**src/shared/bofbu_map.vh**
```
// Constants for the bit operation and flag branch unit.
`ifndef BOFBU_MAP_VH
`define BOFBU_MAP_VH

// Status register flag positions.
`define BOFBU_FLG_C 3'h0
`define BOFBU_FLG_Z 3'h1
`define BOFBU_FLG_N 3'h2
`define BOFBU_FLG_V 3'h3
`define BOFBU_FLG_S 3'h4
`define BOFBU_FLG_H 3'h5
`define BOFBU_FLG_T 3'h6
`define BOFBU_FLG_I 3'h7
`define BOFBU_STATUS_RST 8'h00

// Operation codes on the decoder port.
`define BOFBU_OP_WIDTH 6
`define BOFBU_COMPARE_SKIP_OP 6'h00
`define BOFBU_COMPARE_OP 6'h01
`define BOFBU_COMPARE_WITH_CARRY_OP 6'h02
`define BOFBU_COMPARE_IMMEDIATE_OP 6'h03
`define BOFBU_SKIP_REG_BIT_CLEAR_OP 6'h04
`define BOFBU_SKIP_REG_BIT_SET_OP 6'h05
`define BOFBU_SKIP_IO_BIT_CLEAR_OP 6'h06
`define BOFBU_SKIP_IO_BIT_SET_OP 6'h07
`define BOFBU_BRANCH_FLAG_SET_OP 6'h08
`define BOFBU_BRANCH_FLAG_CLEAR_OP 6'h09
`define BOFBU_BRANCH_EQUAL_OP 6'h0A
`define BOFBU_BRANCH_NOT_EQUAL_OP 6'h0B
`define BOFBU_BRANCH_CARRY_SET_OP 6'h0C
`define BOFBU_BRANCH_CARRY_CLEAR_OP 6'h0D
`define BOFBU_BRANCH_HALF_SET_OP 6'h0E
`define BOFBU_BRANCH_HALF_CLEAR_OP 6'h0F
`define BOFBU_BRANCH_OVERFLOW_CLEAR_OP 6'h10
`define BOFBU_BRANCH_IRQ_ENABLED_OP 6'h11
`define BOFBU_BRANCH_IRQ_DISABLED_OP 6'h12
`define BOFBU_SET_IO_BIT_OP 6'h13
`define BOFBU_CLEAR_IO_BIT_OP 6'h14
`define BOFBU_SHIFT_LEFT_LOGICAL_OP 6'h15
`define BOFBU_SHIFT_RIGHT_LOGICAL_OP 6'h16
`define BOFBU_ROTATE_LEFT_CARRY_OP 6'h17
`define BOFBU_ROTATE_RIGHT_CARRY_OP 6'h18
`define BOFBU_SHIFT_RIGHT_ARITH_OP 6'h19
`define BOFBU_BIT_TO_TRANSFER_OP 6'h1A
`define BOFBU_TRANSFER_TO_BIT_OP 6'h1B
`define BOFBU_CARRY_SET_OP 6'h1C
`define BOFBU_CARRY_CLEAR_OP 6'h1D
`define BOFBU_NEGATIVE_SET_OP 6'h1E
`define BOFBU_NEGATIVE_CLEAR_OP 6'h1F
`define BOFBU_ZERO_SET_OP 6'h20

// Cycle counts of an instruction.
`define BOFBU_CYC_PLAIN 2'h1
`define BOFBU_CYC_TAKEN 2'h2
`define BOFBU_CYC_SKIP_LONG 2'h3
`define BOFBU_CYC_IO_BIT 2'h2

// Program counter steps.
`define BOFBU_PC_STEP 16'h0001
`define BOFBU_PC_SKIP_SHORT 16'h0002
`define BOFBU_PC_SKIP_LONG 16'h0003

// APB register byte offsets.
`define BOFBU_ADDR_WIDTH 8
`define BOFBU_REG_STATUS 8'h00
`define BOFBU_REG_EXEC_INFO 8'h04
`define BOFBU_REG_OP_COUNT 8'h08
`define BOFBU_INFO_TAKEN_BIT 8
`define BOFBU_INFO_OP_LSB 16

`endif

```
**src/hw/bofbu_sub.v**
```verilog
// Eight-bit subtract with borrow and compare flags.
`timescale 1ns/10ps
module bofbu_sub
(
  input wire [7:0] i_a,
  input wire [7:0] i_b,
  input wire i_borrow,
  output wire [7:0] o_res,
  output wire o_c,
  output wire o_z,
  output wire o_n,
  output wire o_v,
  output wire o_h
);

  wire [8:0] diff;

  // Nine bits keep the borrow out of bit 7 as the carry flag.
  assign diff = {1'b0, i_a} - {1'b0, i_b} - {8'h00, i_borrow};
  assign o_res = diff[7:0];
  assign o_c = diff[8];
  assign o_z = (diff[7:0] == 8'h00);
  assign o_n = diff[7];

  // Signed overflow when operands differ in sign and the result flips.
  assign o_v = (i_a[7] & ~i_b[7] & ~diff[7]) | (~i_a[7] & i_b[7] & diff[7]);

  // Borrow out of bit 3.
  assign o_h = (~i_a[3] & i_b[3]) | (i_b[3] & diff[3]) | (diff[3] & ~i_a[3]);

endmodule // bofbu_sub

```
**src/hw/bofbu_core.v**
```verilog
// Bit operation and flag branch execution unit with an APB register slave.
// Operation
// - Compare-skip skips next instruction on equal; PC plus 2 or 3, 1-3 cycles.
// - Compares subtract without storing, update Z N V C H in one cycle.
// - Register-bit skips skip on bit clear or set; flags unchanged.
// - I/O-bit skips skip on bit clear or set; PC plus 2 or 3.
// - Generic flag branches test status bit s, set or clear, 1 or 2 cycles.
// - Equal, not-equal, carry-set, carry-clear branches test Z or C.
// - Half-carry branches test H set or clear; flags unchanged.
// - Overflow-clear branch jumps when V is 0; 1 or 2 cycles.
// - Interrupt-enabled branch jumps when I is 1; flags unchanged.
// - Interrupt-disabled branch jumps when I is 0; flags unchanged.
// - Set-I/O-bit writes 1 into bit b only, two cycles.
// - Clear-I/O-bit writes 0 into bit b only, flags unchanged.
// - Logical shifts fill 0, update Z C N V in one cycle.
// - Rotate left takes old carry into bit 0, bit 7 to carry.
// - Rotate right takes old carry into bit 7, bit 0 to carry.
// - Arithmetic right shift keeps bit 7, updates Z C N V.
// - Bit-store copies register bit b into the transfer flag only.
// - Bit-load copies the transfer flag into register bit b.
// - Single-cycle ops set or clear C, set or clear N, set Z.
//
// The APB register port and the register offsets are this design's own decisions.
`timescale 1ns/10ps
`include "bofbu_map.vh"
module bofbu_core
(
  input wire i_clk,
  input wire i_rst_n,
  input wire i_psel,
  input wire i_penable,
  input wire i_pwrite,
  input wire [7:0] i_paddr,
  input wire [31:0] i_pwdata,
  output wire [31:0] o_prdata,
  output wire o_pready,
  output wire o_pslverr,
  input wire i_op_valid,
  input wire [5:0] i_op_code,
  input wire [7:0] i_rd_val,
  input wire [7:0] i_rr_val,
  input wire [7:0] i_imm,
  input wire [7:0] i_io_val,
  input wire [2:0] i_bit_sel,
  input wire [2:0] i_flag_sel,
  input wire [6:0] i_offset,
  input wire [15:0] i_pc,
  input wire i_next_long,
  output wire o_op_ready,
  output wire o_done,
  output wire [15:0] o_pc_next,
  output wire o_pc_redirect,
  output wire o_rd_we,
  output wire [7:0] o_rd_wdata,
  output wire o_io_we,
  output wire [7:0] o_io_wdata,
  output wire [7:0] o_status
);

  localparam ST_IDLE = 2'b01;
  localparam ST_HOLD = 2'b10;

  reg [1:0] state_ff;
  reg [1:0] cnt_ff;
  reg [7:0] status_ff;
  reg [7:0] nxt_status;
  reg [15:0] pc_ff;
  reg [15:0] nxt_pc;
  reg [7:0] rd_wdata_ff;
  reg [7:0] nxt_rd_wdata;
  reg [7:0] io_wdata_ff;
  reg [7:0] nxt_io_wdata;
  reg nxt_rd_we;
  reg nxt_io_we;
  reg nxt_take;
  reg nxt_redirect;
  reg [1:0] nxt_cycles;
  reg pend_rd_we_ff;
  reg pend_io_we_ff;
  reg pend_redirect_ff;
  reg done_ff;
  reg rd_we_ff;
  reg io_we_ff;
  reg redirect_ff;
  reg [31:0] prdata_ff;
  reg [31:0] op_count_ff;
  reg [5:0] last_op_ff;
  reg last_take_ff;
  reg [7:0] last_res_ff;
  reg is_skip;
  reg is_branch;
  reg is_io_bit;
  reg [7:0] shift_res;
  reg shift_c;
  reg is_shift;
  wire [7:0] sub_b;
  wire sub_borrow;
  wire [7:0] sub_res;
  wire sub_c;
  wire sub_z;
  wire sub_n;
  wire sub_v;
  wire sub_h;
  wire accept;
  wire apb_setup;
  wire apb_write;
  wire addr_ok;
  wire [15:0] branch_target;

  // One-hot mask for a selected bit position.
  function [7:0] bit_mask;
    input [2:0] sel;
    begin
      bit_mask = 8'h01 << sel;
    end
  endfunction

  // Shift and rotate flag update; V is N xor C after the shift.
  function [7:0] shift_flags;
    input [7:0] old;
    input [7:0] res;
    input c;
    begin
      shift_flags = old;
      shift_flags[`BOFBU_FLG_C] = c;
      shift_flags[`BOFBU_FLG_Z] = (res == 8'h00);
      shift_flags[`BOFBU_FLG_N] = res[7];
      shift_flags[`BOFBU_FLG_V] = res[7] ^ c;
    end
  endfunction

  // Compare operand and borrow selection.
  assign sub_b = (i_op_code == `BOFBU_COMPARE_IMMEDIATE_OP) ? i_imm : i_rr_val;
  assign sub_borrow = (i_op_code == `BOFBU_COMPARE_WITH_CARRY_OP) &
    status_ff[`BOFBU_FLG_C];

  bofbu_sub u_sub
  (
    .i_a(i_rd_val),
    .i_b(sub_b),
    .i_borrow(sub_borrow),
    .o_res(sub_res),
    .o_c(sub_c),
    .o_z(sub_z),
    .o_n(sub_n),
    .o_v(sub_v),
    .o_h(sub_h)
  );

  // The offset is a signed word count relative to the next instruction.
  assign branch_target = i_pc + {{9{i_offset[6]}}, i_offset} +
    `BOFBU_PC_STEP;
  assign accept = i_op_valid & state_ff[0];

  // Shift and rotate results.
  always @*
  begin
    is_shift = 1'b1;
    shift_res = i_rd_val;
    shift_c = status_ff[`BOFBU_FLG_C];
    case (i_op_code)
      `BOFBU_SHIFT_LEFT_LOGICAL_OP:
      begin
        shift_res = {i_rd_val[6:0], 1'b0};
        shift_c = i_rd_val[7];
      end
      `BOFBU_SHIFT_RIGHT_LOGICAL_OP:
      begin
        shift_res = {1'b0, i_rd_val[7:1]};
        shift_c = i_rd_val[0];
      end
      `BOFBU_ROTATE_LEFT_CARRY_OP:
      begin
        shift_res = {i_rd_val[6:0], status_ff[`BOFBU_FLG_C]};
        shift_c = i_rd_val[7];
      end
      `BOFBU_ROTATE_RIGHT_CARRY_OP:
      begin
        shift_res = {status_ff[`BOFBU_FLG_C], i_rd_val[7:1]};
        shift_c = i_rd_val[0];
      end
      `BOFBU_SHIFT_RIGHT_ARITH_OP:
      begin
        shift_res = {i_rd_val[7], i_rd_val[7:1]};
        shift_c = i_rd_val[0];
      end
      default:
      begin
        is_shift = 1'b0;
      end
    endcase
  end

  // Decode of condition, flag effect and write-back for one operation.
  always @*
  begin
    nxt_status = status_ff;
    nxt_rd_wdata = i_rd_val;
    nxt_io_wdata = i_io_val;
    nxt_rd_we = 1'b0;
    nxt_io_we = 1'b0;
    nxt_take = 1'b0;
    is_skip = 1'b0;
    is_branch = 1'b0;
    is_io_bit = 1'b0;
    case (i_op_code)
      `BOFBU_COMPARE_SKIP_OP:
      begin
        is_skip = 1'b1;
        nxt_take = (i_rd_val == i_rr_val);
      end
      `BOFBU_COMPARE_OP, `BOFBU_COMPARE_WITH_CARRY_OP,
      `BOFBU_COMPARE_IMMEDIATE_OP:
      begin
        nxt_status[`BOFBU_FLG_C] = sub_c;
        nxt_status[`BOFBU_FLG_N] = sub_n;
        nxt_status[`BOFBU_FLG_V] = sub_v;
        nxt_status[`BOFBU_FLG_H] = sub_h;
        // A multi-byte compare chain keeps zero only while all bytes match.
        if (i_op_code == `BOFBU_COMPARE_WITH_CARRY_OP)
          nxt_status[`BOFBU_FLG_Z] = sub_z & status_ff[`BOFBU_FLG_Z];
        else
          nxt_status[`BOFBU_FLG_Z] = sub_z;
      end
      `BOFBU_SKIP_REG_BIT_CLEAR_OP:
      begin
        is_skip = 1'b1;
        nxt_take = ~i_rr_val[i_bit_sel];
      end
      `BOFBU_SKIP_REG_BIT_SET_OP:
      begin
        is_skip = 1'b1;
        nxt_take = i_rr_val[i_bit_sel];
      end
      `BOFBU_SKIP_IO_BIT_CLEAR_OP:
      begin
        is_skip = 1'b1;
        nxt_take = ~i_io_val[i_bit_sel];
      end
      `BOFBU_SKIP_IO_BIT_SET_OP:
      begin
        is_skip = 1'b1;
        nxt_take = i_io_val[i_bit_sel];
      end
      `BOFBU_BRANCH_FLAG_SET_OP:
      begin
        is_branch = 1'b1;
        nxt_take = status_ff[i_flag_sel];
      end
      `BOFBU_BRANCH_FLAG_CLEAR_OP:
      begin
        is_branch = 1'b1;
        nxt_take = ~status_ff[i_flag_sel];
      end
      `BOFBU_BRANCH_EQUAL_OP:
      begin
        is_branch = 1'b1;
        nxt_take = status_ff[`BOFBU_FLG_Z];
      end
      `BOFBU_BRANCH_NOT_EQUAL_OP:
      begin
        is_branch = 1'b1;
        nxt_take = ~status_ff[`BOFBU_FLG_Z];
      end
      `BOFBU_BRANCH_CARRY_SET_OP:
      begin
        is_branch = 1'b1;
        nxt_take = status_ff[`BOFBU_FLG_C];
      end
      `BOFBU_BRANCH_CARRY_CLEAR_OP:
      begin
        is_branch = 1'b1;
        nxt_take = ~status_ff[`BOFBU_FLG_C];
      end
      `BOFBU_BRANCH_HALF_SET_OP:
      begin
        is_branch = 1'b1;
        nxt_take = status_ff[`BOFBU_FLG_H];
      end
      `BOFBU_BRANCH_HALF_CLEAR_OP:
      begin
        is_branch = 1'b1;
        nxt_take = ~status_ff[`BOFBU_FLG_H];
      end
      `BOFBU_BRANCH_OVERFLOW_CLEAR_OP:
      begin
        is_branch = 1'b1;
        nxt_take = ~status_ff[`BOFBU_FLG_V];
      end
      `BOFBU_BRANCH_IRQ_ENABLED_OP:
      begin
        is_branch = 1'b1;
        nxt_take = status_ff[`BOFBU_FLG_I];
      end
      `BOFBU_BRANCH_IRQ_DISABLED_OP:
      begin
        is_branch = 1'b1;
        nxt_take = ~status_ff[`BOFBU_FLG_I];
      end
      `BOFBU_SET_IO_BIT_OP:
      begin
        is_io_bit = 1'b1;
        nxt_io_we = 1'b1;
        nxt_io_wdata = i_io_val | bit_mask(i_bit_sel);
      end
      `BOFBU_CLEAR_IO_BIT_OP:
      begin
        is_io_bit = 1'b1;
        nxt_io_we = 1'b1;
        nxt_io_wdata = i_io_val & ~bit_mask(i_bit_sel);
      end
      `BOFBU_BIT_TO_TRANSFER_OP:
      begin
        nxt_status[`BOFBU_FLG_T] = i_rr_val[i_bit_sel];
      end
      `BOFBU_TRANSFER_TO_BIT_OP:
      begin
        nxt_rd_we = 1'b1;
        if (status_ff[`BOFBU_FLG_T])
          nxt_rd_wdata = i_rd_val | bit_mask(i_bit_sel);
        else
          nxt_rd_wdata = i_rd_val & ~bit_mask(i_bit_sel);
      end
      `BOFBU_CARRY_SET_OP: nxt_status[`BOFBU_FLG_C] = 1'b1;
      `BOFBU_CARRY_CLEAR_OP: nxt_status[`BOFBU_FLG_C] = 1'b0;
      `BOFBU_NEGATIVE_SET_OP: nxt_status[`BOFBU_FLG_N] = 1'b1;
      `BOFBU_NEGATIVE_CLEAR_OP: nxt_status[`BOFBU_FLG_N] = 1'b0;
      `BOFBU_ZERO_SET_OP: nxt_status[`BOFBU_FLG_Z] = 1'b1;
      default:
      begin
        if (is_shift)
        begin
          nxt_rd_we = 1'b1;
          nxt_rd_wdata = shift_res;
          nxt_status = shift_flags(status_ff, shift_res, shift_c);
        end
      end
    endcase
  end

  // Next program counter and cycle count of the accepted operation.
  always @*
  begin
    nxt_redirect = 1'b0;
    nxt_pc = i_pc + `BOFBU_PC_STEP;
    nxt_cycles = `BOFBU_CYC_PLAIN;
    if (is_skip & nxt_take)
    begin
      nxt_redirect = 1'b1;
      if (i_next_long)
      begin
        nxt_pc = i_pc + `BOFBU_PC_SKIP_LONG;
        nxt_cycles = `BOFBU_CYC_SKIP_LONG;
      end
      else
      begin
        nxt_pc = i_pc + `BOFBU_PC_SKIP_SHORT;
        nxt_cycles = `BOFBU_CYC_TAKEN;
      end
    end
    else if (is_branch & nxt_take)
    begin
      nxt_redirect = 1'b1;
      nxt_pc = branch_target;
      nxt_cycles = `BOFBU_CYC_TAKEN;
    end
    else if (is_io_bit)
    begin
      nxt_cycles = `BOFBU_CYC_IO_BIT;
    end
  end

  // Execution sequencer: results latch on accept, strobes fire on the
  // last cycle so the decoder sees one pulse per instruction.
  always @(posedge i_clk)
  begin
    if (!i_rst_n)
    begin
      state_ff <= ST_IDLE;
      cnt_ff <= 2'h0;
      pc_ff <= 16'h0000;
      rd_wdata_ff <= 8'h00;
      io_wdata_ff <= 8'h00;
      pend_rd_we_ff <= 1'b0;
      pend_io_we_ff <= 1'b0;
      pend_redirect_ff <= 1'b0;
      done_ff <= 1'b0;
      rd_we_ff <= 1'b0;
      io_we_ff <= 1'b0;
      redirect_ff <= 1'b0;
    end
    else
    begin
      done_ff <= 1'b0;
      rd_we_ff <= 1'b0;
      io_we_ff <= 1'b0;
      redirect_ff <= 1'b0;
      case (state_ff)
        ST_IDLE:
        begin
          if (accept)
          begin
            pc_ff <= nxt_pc;
            rd_wdata_ff <= nxt_rd_wdata;
            io_wdata_ff <= nxt_io_wdata;
            pend_rd_we_ff <= nxt_rd_we;
            pend_io_we_ff <= nxt_io_we;
            pend_redirect_ff <= nxt_redirect;
            if (nxt_cycles == `BOFBU_CYC_PLAIN)
            begin
              done_ff <= 1'b1;
              rd_we_ff <= nxt_rd_we;
              io_we_ff <= nxt_io_we;
              redirect_ff <= nxt_redirect;
            end
            else
            begin
              cnt_ff <= nxt_cycles - 2'h2;
              state_ff <= ST_HOLD;
            end
          end
        end
        ST_HOLD:
        begin
          if (cnt_ff == 2'h0)
          begin
            done_ff <= 1'b1;
            rd_we_ff <= pend_rd_we_ff;
            io_we_ff <= pend_io_we_ff;
            redirect_ff <= pend_redirect_ff;
            state_ff <= ST_IDLE;
          end
          else
          begin
            cnt_ff <= cnt_ff - 2'h1;
          end
        end
        default:
        begin
          state_ff <= ST_IDLE;
        end
      endcase
    end
  end

  // APB decode; the slave never inserts wait states.
  assign apb_setup = i_psel & ~i_penable;
  assign apb_write = i_psel & i_penable & i_pwrite;
  assign addr_ok = (i_paddr == `BOFBU_REG_STATUS) |
    (i_paddr == `BOFBU_REG_EXEC_INFO) | (i_paddr == `BOFBU_REG_OP_COUNT);

  // Status register: an instruction's flag update wins over a software
  // write in the same cycle, so a flag event is never lost.
  always @(posedge i_clk)
  begin
    if (!i_rst_n)
      status_ff <= `BOFBU_STATUS_RST;
    else if (accept)
      status_ff <= nxt_status;
    else if (apb_write & (i_paddr == `BOFBU_REG_STATUS))
      status_ff <= i_pwdata[7:0];
  end

  // Execution record visible to software.
  always @(posedge i_clk)
  begin
    if (!i_rst_n)
    begin
      op_count_ff <= 32'h00000000;
      last_op_ff <= 6'h00;
      last_take_ff <= 1'b0;
      last_res_ff <= 8'h00;
    end
    else if (accept)
    begin
      op_count_ff <= op_count_ff + 32'h00000001;
      last_op_ff <= i_op_code;
      last_take_ff <= nxt_take;
      last_res_ff <= nxt_io_we ? nxt_io_wdata :
        (nxt_rd_we ? nxt_rd_wdata : sub_res);
    end
  end

  // Read data is captured in the setup phase, ready for the access phase.
  always @(posedge i_clk)
  begin
    if (!i_rst_n)
      prdata_ff <= 32'h00000000;
    else if (apb_setup)
    begin
      case (i_paddr)
        `BOFBU_REG_STATUS: prdata_ff <= {24'h000000, status_ff};
        `BOFBU_REG_EXEC_INFO: prdata_ff <= {10'h000, last_op_ff,
          7'h00, last_take_ff, last_res_ff};
        `BOFBU_REG_OP_COUNT: prdata_ff <= op_count_ff;
        default: prdata_ff <= 32'h00000000;
      endcase
    end
  end

  assign o_prdata = prdata_ff;
  assign o_pready = 1'b1;
  assign o_pslverr = i_psel & i_penable & ~addr_ok;
  assign o_op_ready = state_ff[0];
  assign o_done = done_ff;
  assign o_pc_next = pc_ff;
  assign o_pc_redirect = redirect_ff;
  assign o_rd_we = rd_we_ff;
  assign o_rd_wdata = rd_wdata_ff;
  assign o_io_we = io_we_ff;
  assign o_io_wdata = io_wdata_ff;
  assign o_status = status_ff;

endmodule // bofbu_core

```
**config.mk**
```make
export PLATFORM = sky130hd
export DESIGN_NAME = bofbu_core
export DESIGN_NICKNAME = d
export VERILOG_FILES = /design/src/hw/bofbu_sub.v /design/src/hw/bofbu_core.v
export VERILOG_INCLUDE_DIRS = /design/src /design/src/shared
export SDC_FILE = /design/constraint.sdc
export NUM_CORES = 1
export LEC_CHECK = 0
export BUFFER_PORTS_ARGS = -buffer_cell sky130_fd_sc_hd__buf_2
export CAP_MARGIN = 10
export CORE_UTILIZATION = 50
export CTS_CLUSTER_DIAMETER = 40
export DETAILED_ROUTE_END_ITERATION = 8
export GPL_ROUTABILITY_DRIVEN = 0
export HOLD_SLACK_MARGIN = 0.12
export PLACE_DENSITY = 0.77
export SYNTH_ARGS = -nofsm -noshare
export SYNTH_HDL_FRONTEND = slang
export SYNTH_SLANG_ARGS = --single-unit
```
**constraint.sdc**
```tcl
create_clock -name i_clk -period 4.85 [get_ports i_clk]
set_input_delay 0.7275 -clock i_clk [delete_from_list [all_inputs] [get_ports i_clk]]
set_output_delay 0.7275 -clock i_clk [all_outputs]
set_load 0.01 [all_outputs]
```
==> flow_summary.ini, run 1 <==
[power_and_ir_drop]
p_int_mw = 2.145
power_frac_comb_pct = 21.9
p_sw_share_pct = 31.32
switchingPower_mw = 0.9782
ir_drop_v = 0.0002905
p_clk_share_pct = 40.9
p_leak_nw = 4.412
p_total_mw = 3.123
p_seq_share_pct = 37.2
p_per_area_mw_per_mm2 = 302.1

[drt]
wl_per_cell_um = 16.99
wirelength_um = 26150
dr.pass1.iters = 6
num_vias = 9342
avgViaCountPerCell = 6.070
drtIter0Drc = 912
drc_errors = 0
ant_nets = 0

[global_route]
grt.total_usage_pct = 29.25
first_global_vias = 8387
grt_pass1_wl_um = 42150
grt-ovfl-total = 0
grt_max_degree = 92
antenna_found_initial = 0

[floorplan]
dieWidth_um = 134.9
io-pin-count = 193
fp-row-count = 48
die_area_sq_mm = 0.01819
coreArea_sq_mm = 0.01730
initial_core_util_pct = 51.04
die_h_um = 134.9

[yosys]
yosys-top-cells-area = dfxtp_1 29%, nor2_1 6.2%, a21oi_1 5.6%
yosys-top-cells-count = 145 x nor2_1, 130 x dfxtp_1, 113 x nand2_1
synth.cell_area_sq_mm = 0.008828
async_flop_share_pct = 0
synth_top_area_share_pct = 29.48
yosysWarnings = 0
synth_nets = 1326
netlist_instances = 1170
synth_edf_count = 0
synth_flop_cell = dfxtp_1
yosysTopAreaCell = dfxtp_1
synth.avg_cell_area_sq_um = 7.546
synth.yosys.seq_area_share_pct = 29.48
yosysMostFrequentCell = nor2_1
synth_seq_cells = 130
yosysUniqueCellTypes = 75

[worst_setup_path]
cp_slowest_cell = or4_1
crit_start = i_op_code[3]
critical_path_required_ns = 5.21
path_buf_inv = 4
start_kind = input pin
timing.rr.start = o_status[0]
worstPathCellList = buf_2 > nor2_1 > nand2_1 > nor2_1 > buf_4 > mux2_2 > fa_1 > inv_1 > ha_1 > nand2_1 > a21boi_0 > o21a_1 > o211ai_1 > o211ai_1 > buf_4 > or4_1 > a21oi_1
end_kind = flip-flop
critPathTopFamily = simple AND/OR/NAND/NOR gates
max_stage_delay_ns = 0.48
path_max_fanout = 8
arrival_ns = 4.38
crit_type = in -> reg

[sta]
setup_viol = 0
fin_skew_ns = 0.008801
rsz0062_at_grt = false
fin_crit_ns = 4.025
fmax_mhz = 248.4
tightest_slew_ns = 1.217
maxSlewViolCount = 0
maxSlewHeadroom_pct = 18.50
tns_ns = 0
hold_viol_final = 0
timing.hold.ws_ns = 0.4418
period_share_pct = 82.99

[clock_network]
clockBufferDepth = 2
cts_root_buf = clkbuf_16
htree_levels = 4
clock-sinks = 130
tritoncts = done
post_cts_buffers = 0
cts_hold_buffers = 0
clk_latency_ns = 0.42
cts_buffers = 17
cts_resized = 0
path_clk_slew_ns = 0.06

[outcome]
status = finished, final reports clean

[flow_run]
maxCapViolCount = 0

[finish]
stdcell_count = 1539
fin_nets = 1458
design_area_sq_mm = 0.01034
drive_gt1_share_pct = 17.96
diodes = 0
area_growth_pct = 17.09

[place]
io_buffers = 167
placed_area_sq_mm = 0.009758
place_hpwl_um = 19100
placed_cells = 1508

[min_path]
hp-start = o_pc_next[15]
hold_class = reg -> reg
[worst reg2reg max path: stages (launching register included)]
cell      delay [ns]
dfxtp_1         0.55
inv_1           0.08
nor3_1          0.41
fa_1            0.32
inv_1           0.06
ha_1            0.17
nor2b_1         0.18
a21boi_0        0.12
o21a_1          0.20
o211ai_1        0.20
o211ai_1        0.19
buf_4           0.20
or4_1           0.48
a21oi_1         0.16
[routing by layer]
| metal | routed length (um) | GRT usage (%) | share of wire, % | vias up |
|---|---|---|---|---|
| li1 | - | - | - | 4491 |
| met1 | 11150 | 39.03 | 43 | 4297 |
| met2 | 11930 | 46.33 | 46 | 486 |
| met3 | 2225 | 4.842 | 8.5 | 68 |
| met4 | 852 | 12.92 | 3.3 | 0 |
| met5 | 0 | 0 | 0 | - |
[through the flow]
step	setup WS, ns	utilization, %
3_3_place_gp	0.5999	56.42
3_5_place_dp	0.4780	56.42
4_1_cts	0.8975	59.77
5_1_grt	0.6351	59.77
6_report	0.8248	59.77
2_1_floorplan	0.6094	-
[layout make-up]
| type | instances | area [sq um] |
|---|---|---|
| Sequential cell | 130 | 2603 |
| Multi-Input combinational cell | 925 | 5768 |
| Timing Repair Buffer | 178 | 918.4 |
| Clock buffer | 17 | 425.4 |
| Clock inverter | 14 | 153.9 |
| Fill cell | 1606 | 6959 |
| Inverter | 50 | 187.7 |
| Tap cell | 225 | 281.5 |
[state kept, by name (all words and copies together) (netlist names), 2 cells and up]
name / flops
o_pc_next: 16
state_ff: 2
last_op_ff: 6
op_count_ff: 32
last_res_ff: 8
o_status: 8
cnt_ff: 2
o_prdata: 32
o_rd_wdata: 8
o_io_wdata: 8
[final timing paths]
| check | end | slack (ns) | cells after the start |
|---|---|---|---|
| setup / recovery | o_status[1] | 0.82 | 17 |
| hold / removal | o_pc_next[15] | 0.44 | 2 |
| setup reg to reg | o_status[1] | 1.46 | 13 |
| hold reg to reg | o_pc_next[15] | 0.44 | 2 |
[cells in the final DEF (no fill, tap or decap), types with 6 or more instances in the layout]
cell / netlist / layout
a211oi_1: 8 / 8
a21o_1: 10 / 10
a21oi_1: 99 / 99
a221oi_1: 6 / 6
a22oi_1: 45 / 45
a31oi_1: 14 / 14
and2_1: 6 / 6
and3_1: 12 / 12
buf_2: 4 / 167
buf_4: 3 / 11
clkbuf_16: 0 / 17
dfxtp_1: 130 / 130
ha_1: 39 / 39
inv_1: 50 / 49
mux2_2: 8 / 8
mux2i_1: 23 / 23
nand2_1: 113 / 113
nand2b_1: 6 / 6
nand3_1: 31 / 31
nand4_1: 12 / 12
nor2_1: 145 / 145
nor2b_1: 13 / 13
nor3_1: 34 / 34
o211ai_1: 22 / 22
o21a_1: 8 / 8
o21ai_0: 89 / 89
o21bai_1: 7 / 7
o22ai_1: 10 / 10
or3_1: 7 / 7
xnor2_1: 29 / 29
xor2_1: 41 / 41
[power groups by stage]
stage	registers [mW]	clock network (mW)	logic, mW
2_1_floorplan	1.19	0	0.440
3_3_place_gp	1.18	0	0.656
3_5_place_dp	1.18	0	0.665
4_1_cts	1.16	1.29	0.670
5_1_grt	1.17	1.34	0.749
6_report	1.16	1.28	0.683
[cells by family (layout without fill, tap and decap cells)]
group,after synthesis,after routing,synth area share [%]
AND/OR/NAND/NOR,416,416,21.95
AO/OA/AOI/OAI,362,362,25.86
flip-flops,130,130,29.48
buffers and inverters,115,259,5.244
XOR/XNOR,70,70,6.944
adder cells (fa/ha/maj),42,42,6.208
multiplexers,34,34,4.266
other,1,1,0.04248
Power figures use the tool's default switching activity.
==> inputs of run 2 (changes only) <==
--- a/config.mk
+++ b/config.mk
@@ -6,6 +6,7 @@
 export SDC_FILE = /design/constraint.sdc
 export NUM_CORES = 1
 export LEC_CHECK = 0
+export ABC_AREA = 1
 export BUFFER_PORTS_ARGS = -buffer_cell sky130_fd_sc_hd__buf_2
 export CAP_MARGIN = 10
 export CORE_UTILIZATION = 50
@@ -13,7 +14,7 @@
 export DETAILED_ROUTE_END_ITERATION = 8
 export GPL_ROUTABILITY_DRIVEN = 0
 export HOLD_SLACK_MARGIN = 0.12
-export PLACE_DENSITY = 0.77
+export PLACE_DENSITY = 0.79
 export SYNTH_ARGS = -nofsm -noshare
 export SYNTH_HDL_FRONTEND = slang
 export SYNTH_SLANG_ARGS = --single-unit
==> constraint.sdc (replaced) <==
create_clock -name i_clk -period 3.7 [get_ports i_clk]
set_input_delay 0.555 -clock i_clk [delete_from_list [all_inputs] [get_ports i_clk]]
set_output_delay 0.555 -clock i_clk [all_outputs]
set_load 0.01 [all_outputs]
==> run 2 against run 1 <==
  * Register-to-register slack got worse by 0.68 ns
  * Combinational power rose by 83%
  * Routed wire length rose by 9.9%
  * Power rose by 45%
==> flow_summary.ini, run 2 <==
[yosys]
synth.avg_cell_area_sq_um = 6.212
yosysUniqueCellTypes = 44
yosysMostFrequentCell = nand2_1
yosysTopAreaCell = dfxtp_1
synth.yosys.seq_area_share_pct = 26.86
netlist_instances = 1560
async_flop_share_pct = 0
synth.cell_area_sq_mm = 0.009691
yosys-top-cells-area = dfxtp_1 27%, nand2_1 15%, a21oi_1 7.6%
synth_top_area_share_pct = 26.86
synth_flop_cell = dfxtp_1
synth_nets = 1716
synth_edf_count = 0
yosys-top-cells-count = 376 x nand2_1, 189 x inv_1, 148 x a21oi_1
synth_seq_cells = 130
yosysWarnings = 0

[flow_run]
maxCapViolCount = 0

[worst_setup_path]
arrival_ns = 3.40
critical_path_required_ns = 4.00
max_stage_delay_ns = 0.35
path_max_fanout = 10
end_kind = flip-flop
start_kind = input pin
worstPathCellList = buf_2 > inv_2 > nand2_1 > nor2_1 > nand2_1 > buf_4 > mux2_2 > ha_1 > inv_1 > ha_1 > nand2_1 > inv_1 > nand3_1 > nand3_1 > xor2_1 > inv_1 > nand2_1 > nand3_1 > nand3_1 > a21oi_1
crit_type = in -> reg
cp_slowest_cell = mux2_2

[clock_network]
path_clk_slew_ns = 0.06
cts_hold_buffers = 0
clock-sinks = 130
cts_root_buf = clkbuf_16
htree_levels = 4
cts_buffers = 17
tritoncts = done
clockBufferDepth = 2
cts_resized = 0
post_cts_buffers = 0
clk_latency_ns = 0.42

[sta]
maxSlewViolCount = 0
tightest_slew_ns = 1.001
setup_viol = 0
fin_crit_ns = 3.094
fin_skew_ns = 0.01061
period_share_pct = 83.63
tns_ns = 0
maxSlewHeadroom_pct = 33.04
rsz0062_at_grt = false
fmax_mhz = 323.2
worst_slack_ns = 0.6058
hold_viol_final = 0

[floorplan]
initial_core_util_pct = 51.46
die_h_um = 141.2
io-pin-count = 193
coreArea_sq_mm = 0.01883
dieWidth_um = 141.2
die_area_sq_mm = 0.01994
fp-row-count = 50

[finish]
fin_nets = 1865
multiInputGateArea_sq_mm = 0.006083
final_cell_mix = 376 x nand2_1, 189 x inv_1, 167 x buf_2
layout_commonest_cell = nand2_1
area_growth_pct = 16.76
nFillCells = 1869
drive_gt1_share_pct = 14.34
diodes = 0
regArea_sq_mm = 0.002603

[power_and_ir_drop]
p_leak_nw = 5.521
p_total_mw = 4.526
ir_drop_v = 0.0004250
p_per_area_mw_per_mm2 = 400.1

[place]
place_hpwl_um = 21830
io_buffers = 167
post-place-ws_ns = 0.2617

[outcome]
status = finished, final reports clean

[drt]
wl_met1_um = 12590
num_vias = 10910
drtIter0Drc = 1161
drc_errors = 0
wl_met2_um = 12840
top_layer = met4
ant_nets = 0
avgViaCountPerCell = 5.504
dr.pass1.iters = 7
wl_per_cell_um = 14.50
wirelength_um = 28740
met3_length_um = 2680

[global_route]
first_global_vias = 9677
antenna_found_initial = 0
grt_pass1_wl_um = 46930
grt_max_degree = 51
grt.total_usage_pct = 29.14
grt-ovfl-total = 0

[min_path]
hold_class = in -> reg
[run 2: cell count changes in the layout (fill, tap and decap cells not counted), sizes merged, moves of 9 or more]
cell,before,now
nand3,31,128
a21oi,99,148
buf,178,187
and3,13,1
a22oi,45,0
o21ai,94,128
a31oi,15,5
inv,54,203
mux2i,23,0
nand4,12,27
xnor2,29,19
nor2b,13,0
nand2,113,381
[run 2: layout make-up]
type                       instances  share of cell area (%)
clock inverter                    14                   1.283
clock buffer                      18                   3.793
inverter                         198                   6.569
sequential                       130                   23.00
tap                              260                   2.875
multi-input combinational       1175                   53.77
timing repair buffer             187                   8.714
[run 2: where the power goes]
group	switching, mW	internal [mW]	leakage [nW]
sequential	0.0819	1.54	1.06
clock	0.704	0.949	0.278
combinational	0.808	0.444	4.18
[run 2: layer usage]
| layer | track usage, % | vias to the layer above |
|---|---|---|
| li1 | - | 5433 |
| met1 | 38.73 | 4900 |
| met2 | 47.06 | 513 |
| met3 | 6.012 | 62 |
| met4 | 9.382 | 0 |
| met5 | 0 | - |
[run 2: final timing paths]
path,from,cells after the start,slack [ns],endpoint
worst max register to register,o_status[0],16,0.78,o_status[1]
worst min register to register,o_prdata[19],2,0.46,o_prdata[19]
worst max-delay path,i_op_code[3],20,0.61,o_status[3]
worst min-delay path,i_pwdata[4],3,0.42,o_status[4]
[run 2: stage by stage]
step | utilization, % | cells | hold slack (ns) | area, sq um
6_report | 60.09 | 1982 | 0.4220 | 11310
3_3_place_gp | 57.04 | 1950 | 0.4434 | 10740
3_5_place_dp | 57.04 | 1950 | 0.4546 | 10740
5_1_grt | 60.09 | 1982 | 0.4265 | 11310
2_1_floorplan | - | 1560 | 0.4228 | 9691
4_1_cts | 60.09 | 1982 | 0.4138 | 11310
[run 2: worst max-delay path, delay by kind of cell]
kind,cells,cell delay [ns]
compound gates,1,0.07
xor+xnor,1,0.29
fa+ha+maj,2,0.61
buf+inv,6,0.69
mux,1,0.35
simple gates,9,0.83
[run 2: cell families after synthesis]
group,synth area share [%]
muxes,0.2324
other,0.03870
buffers and inverters,10.56
AOI/OAI and AO/OA,19.19
DFF,26.86
xor gates and xnor gates,5.333
and+or+nand+nor,32.14
adders and majority gates,5.655
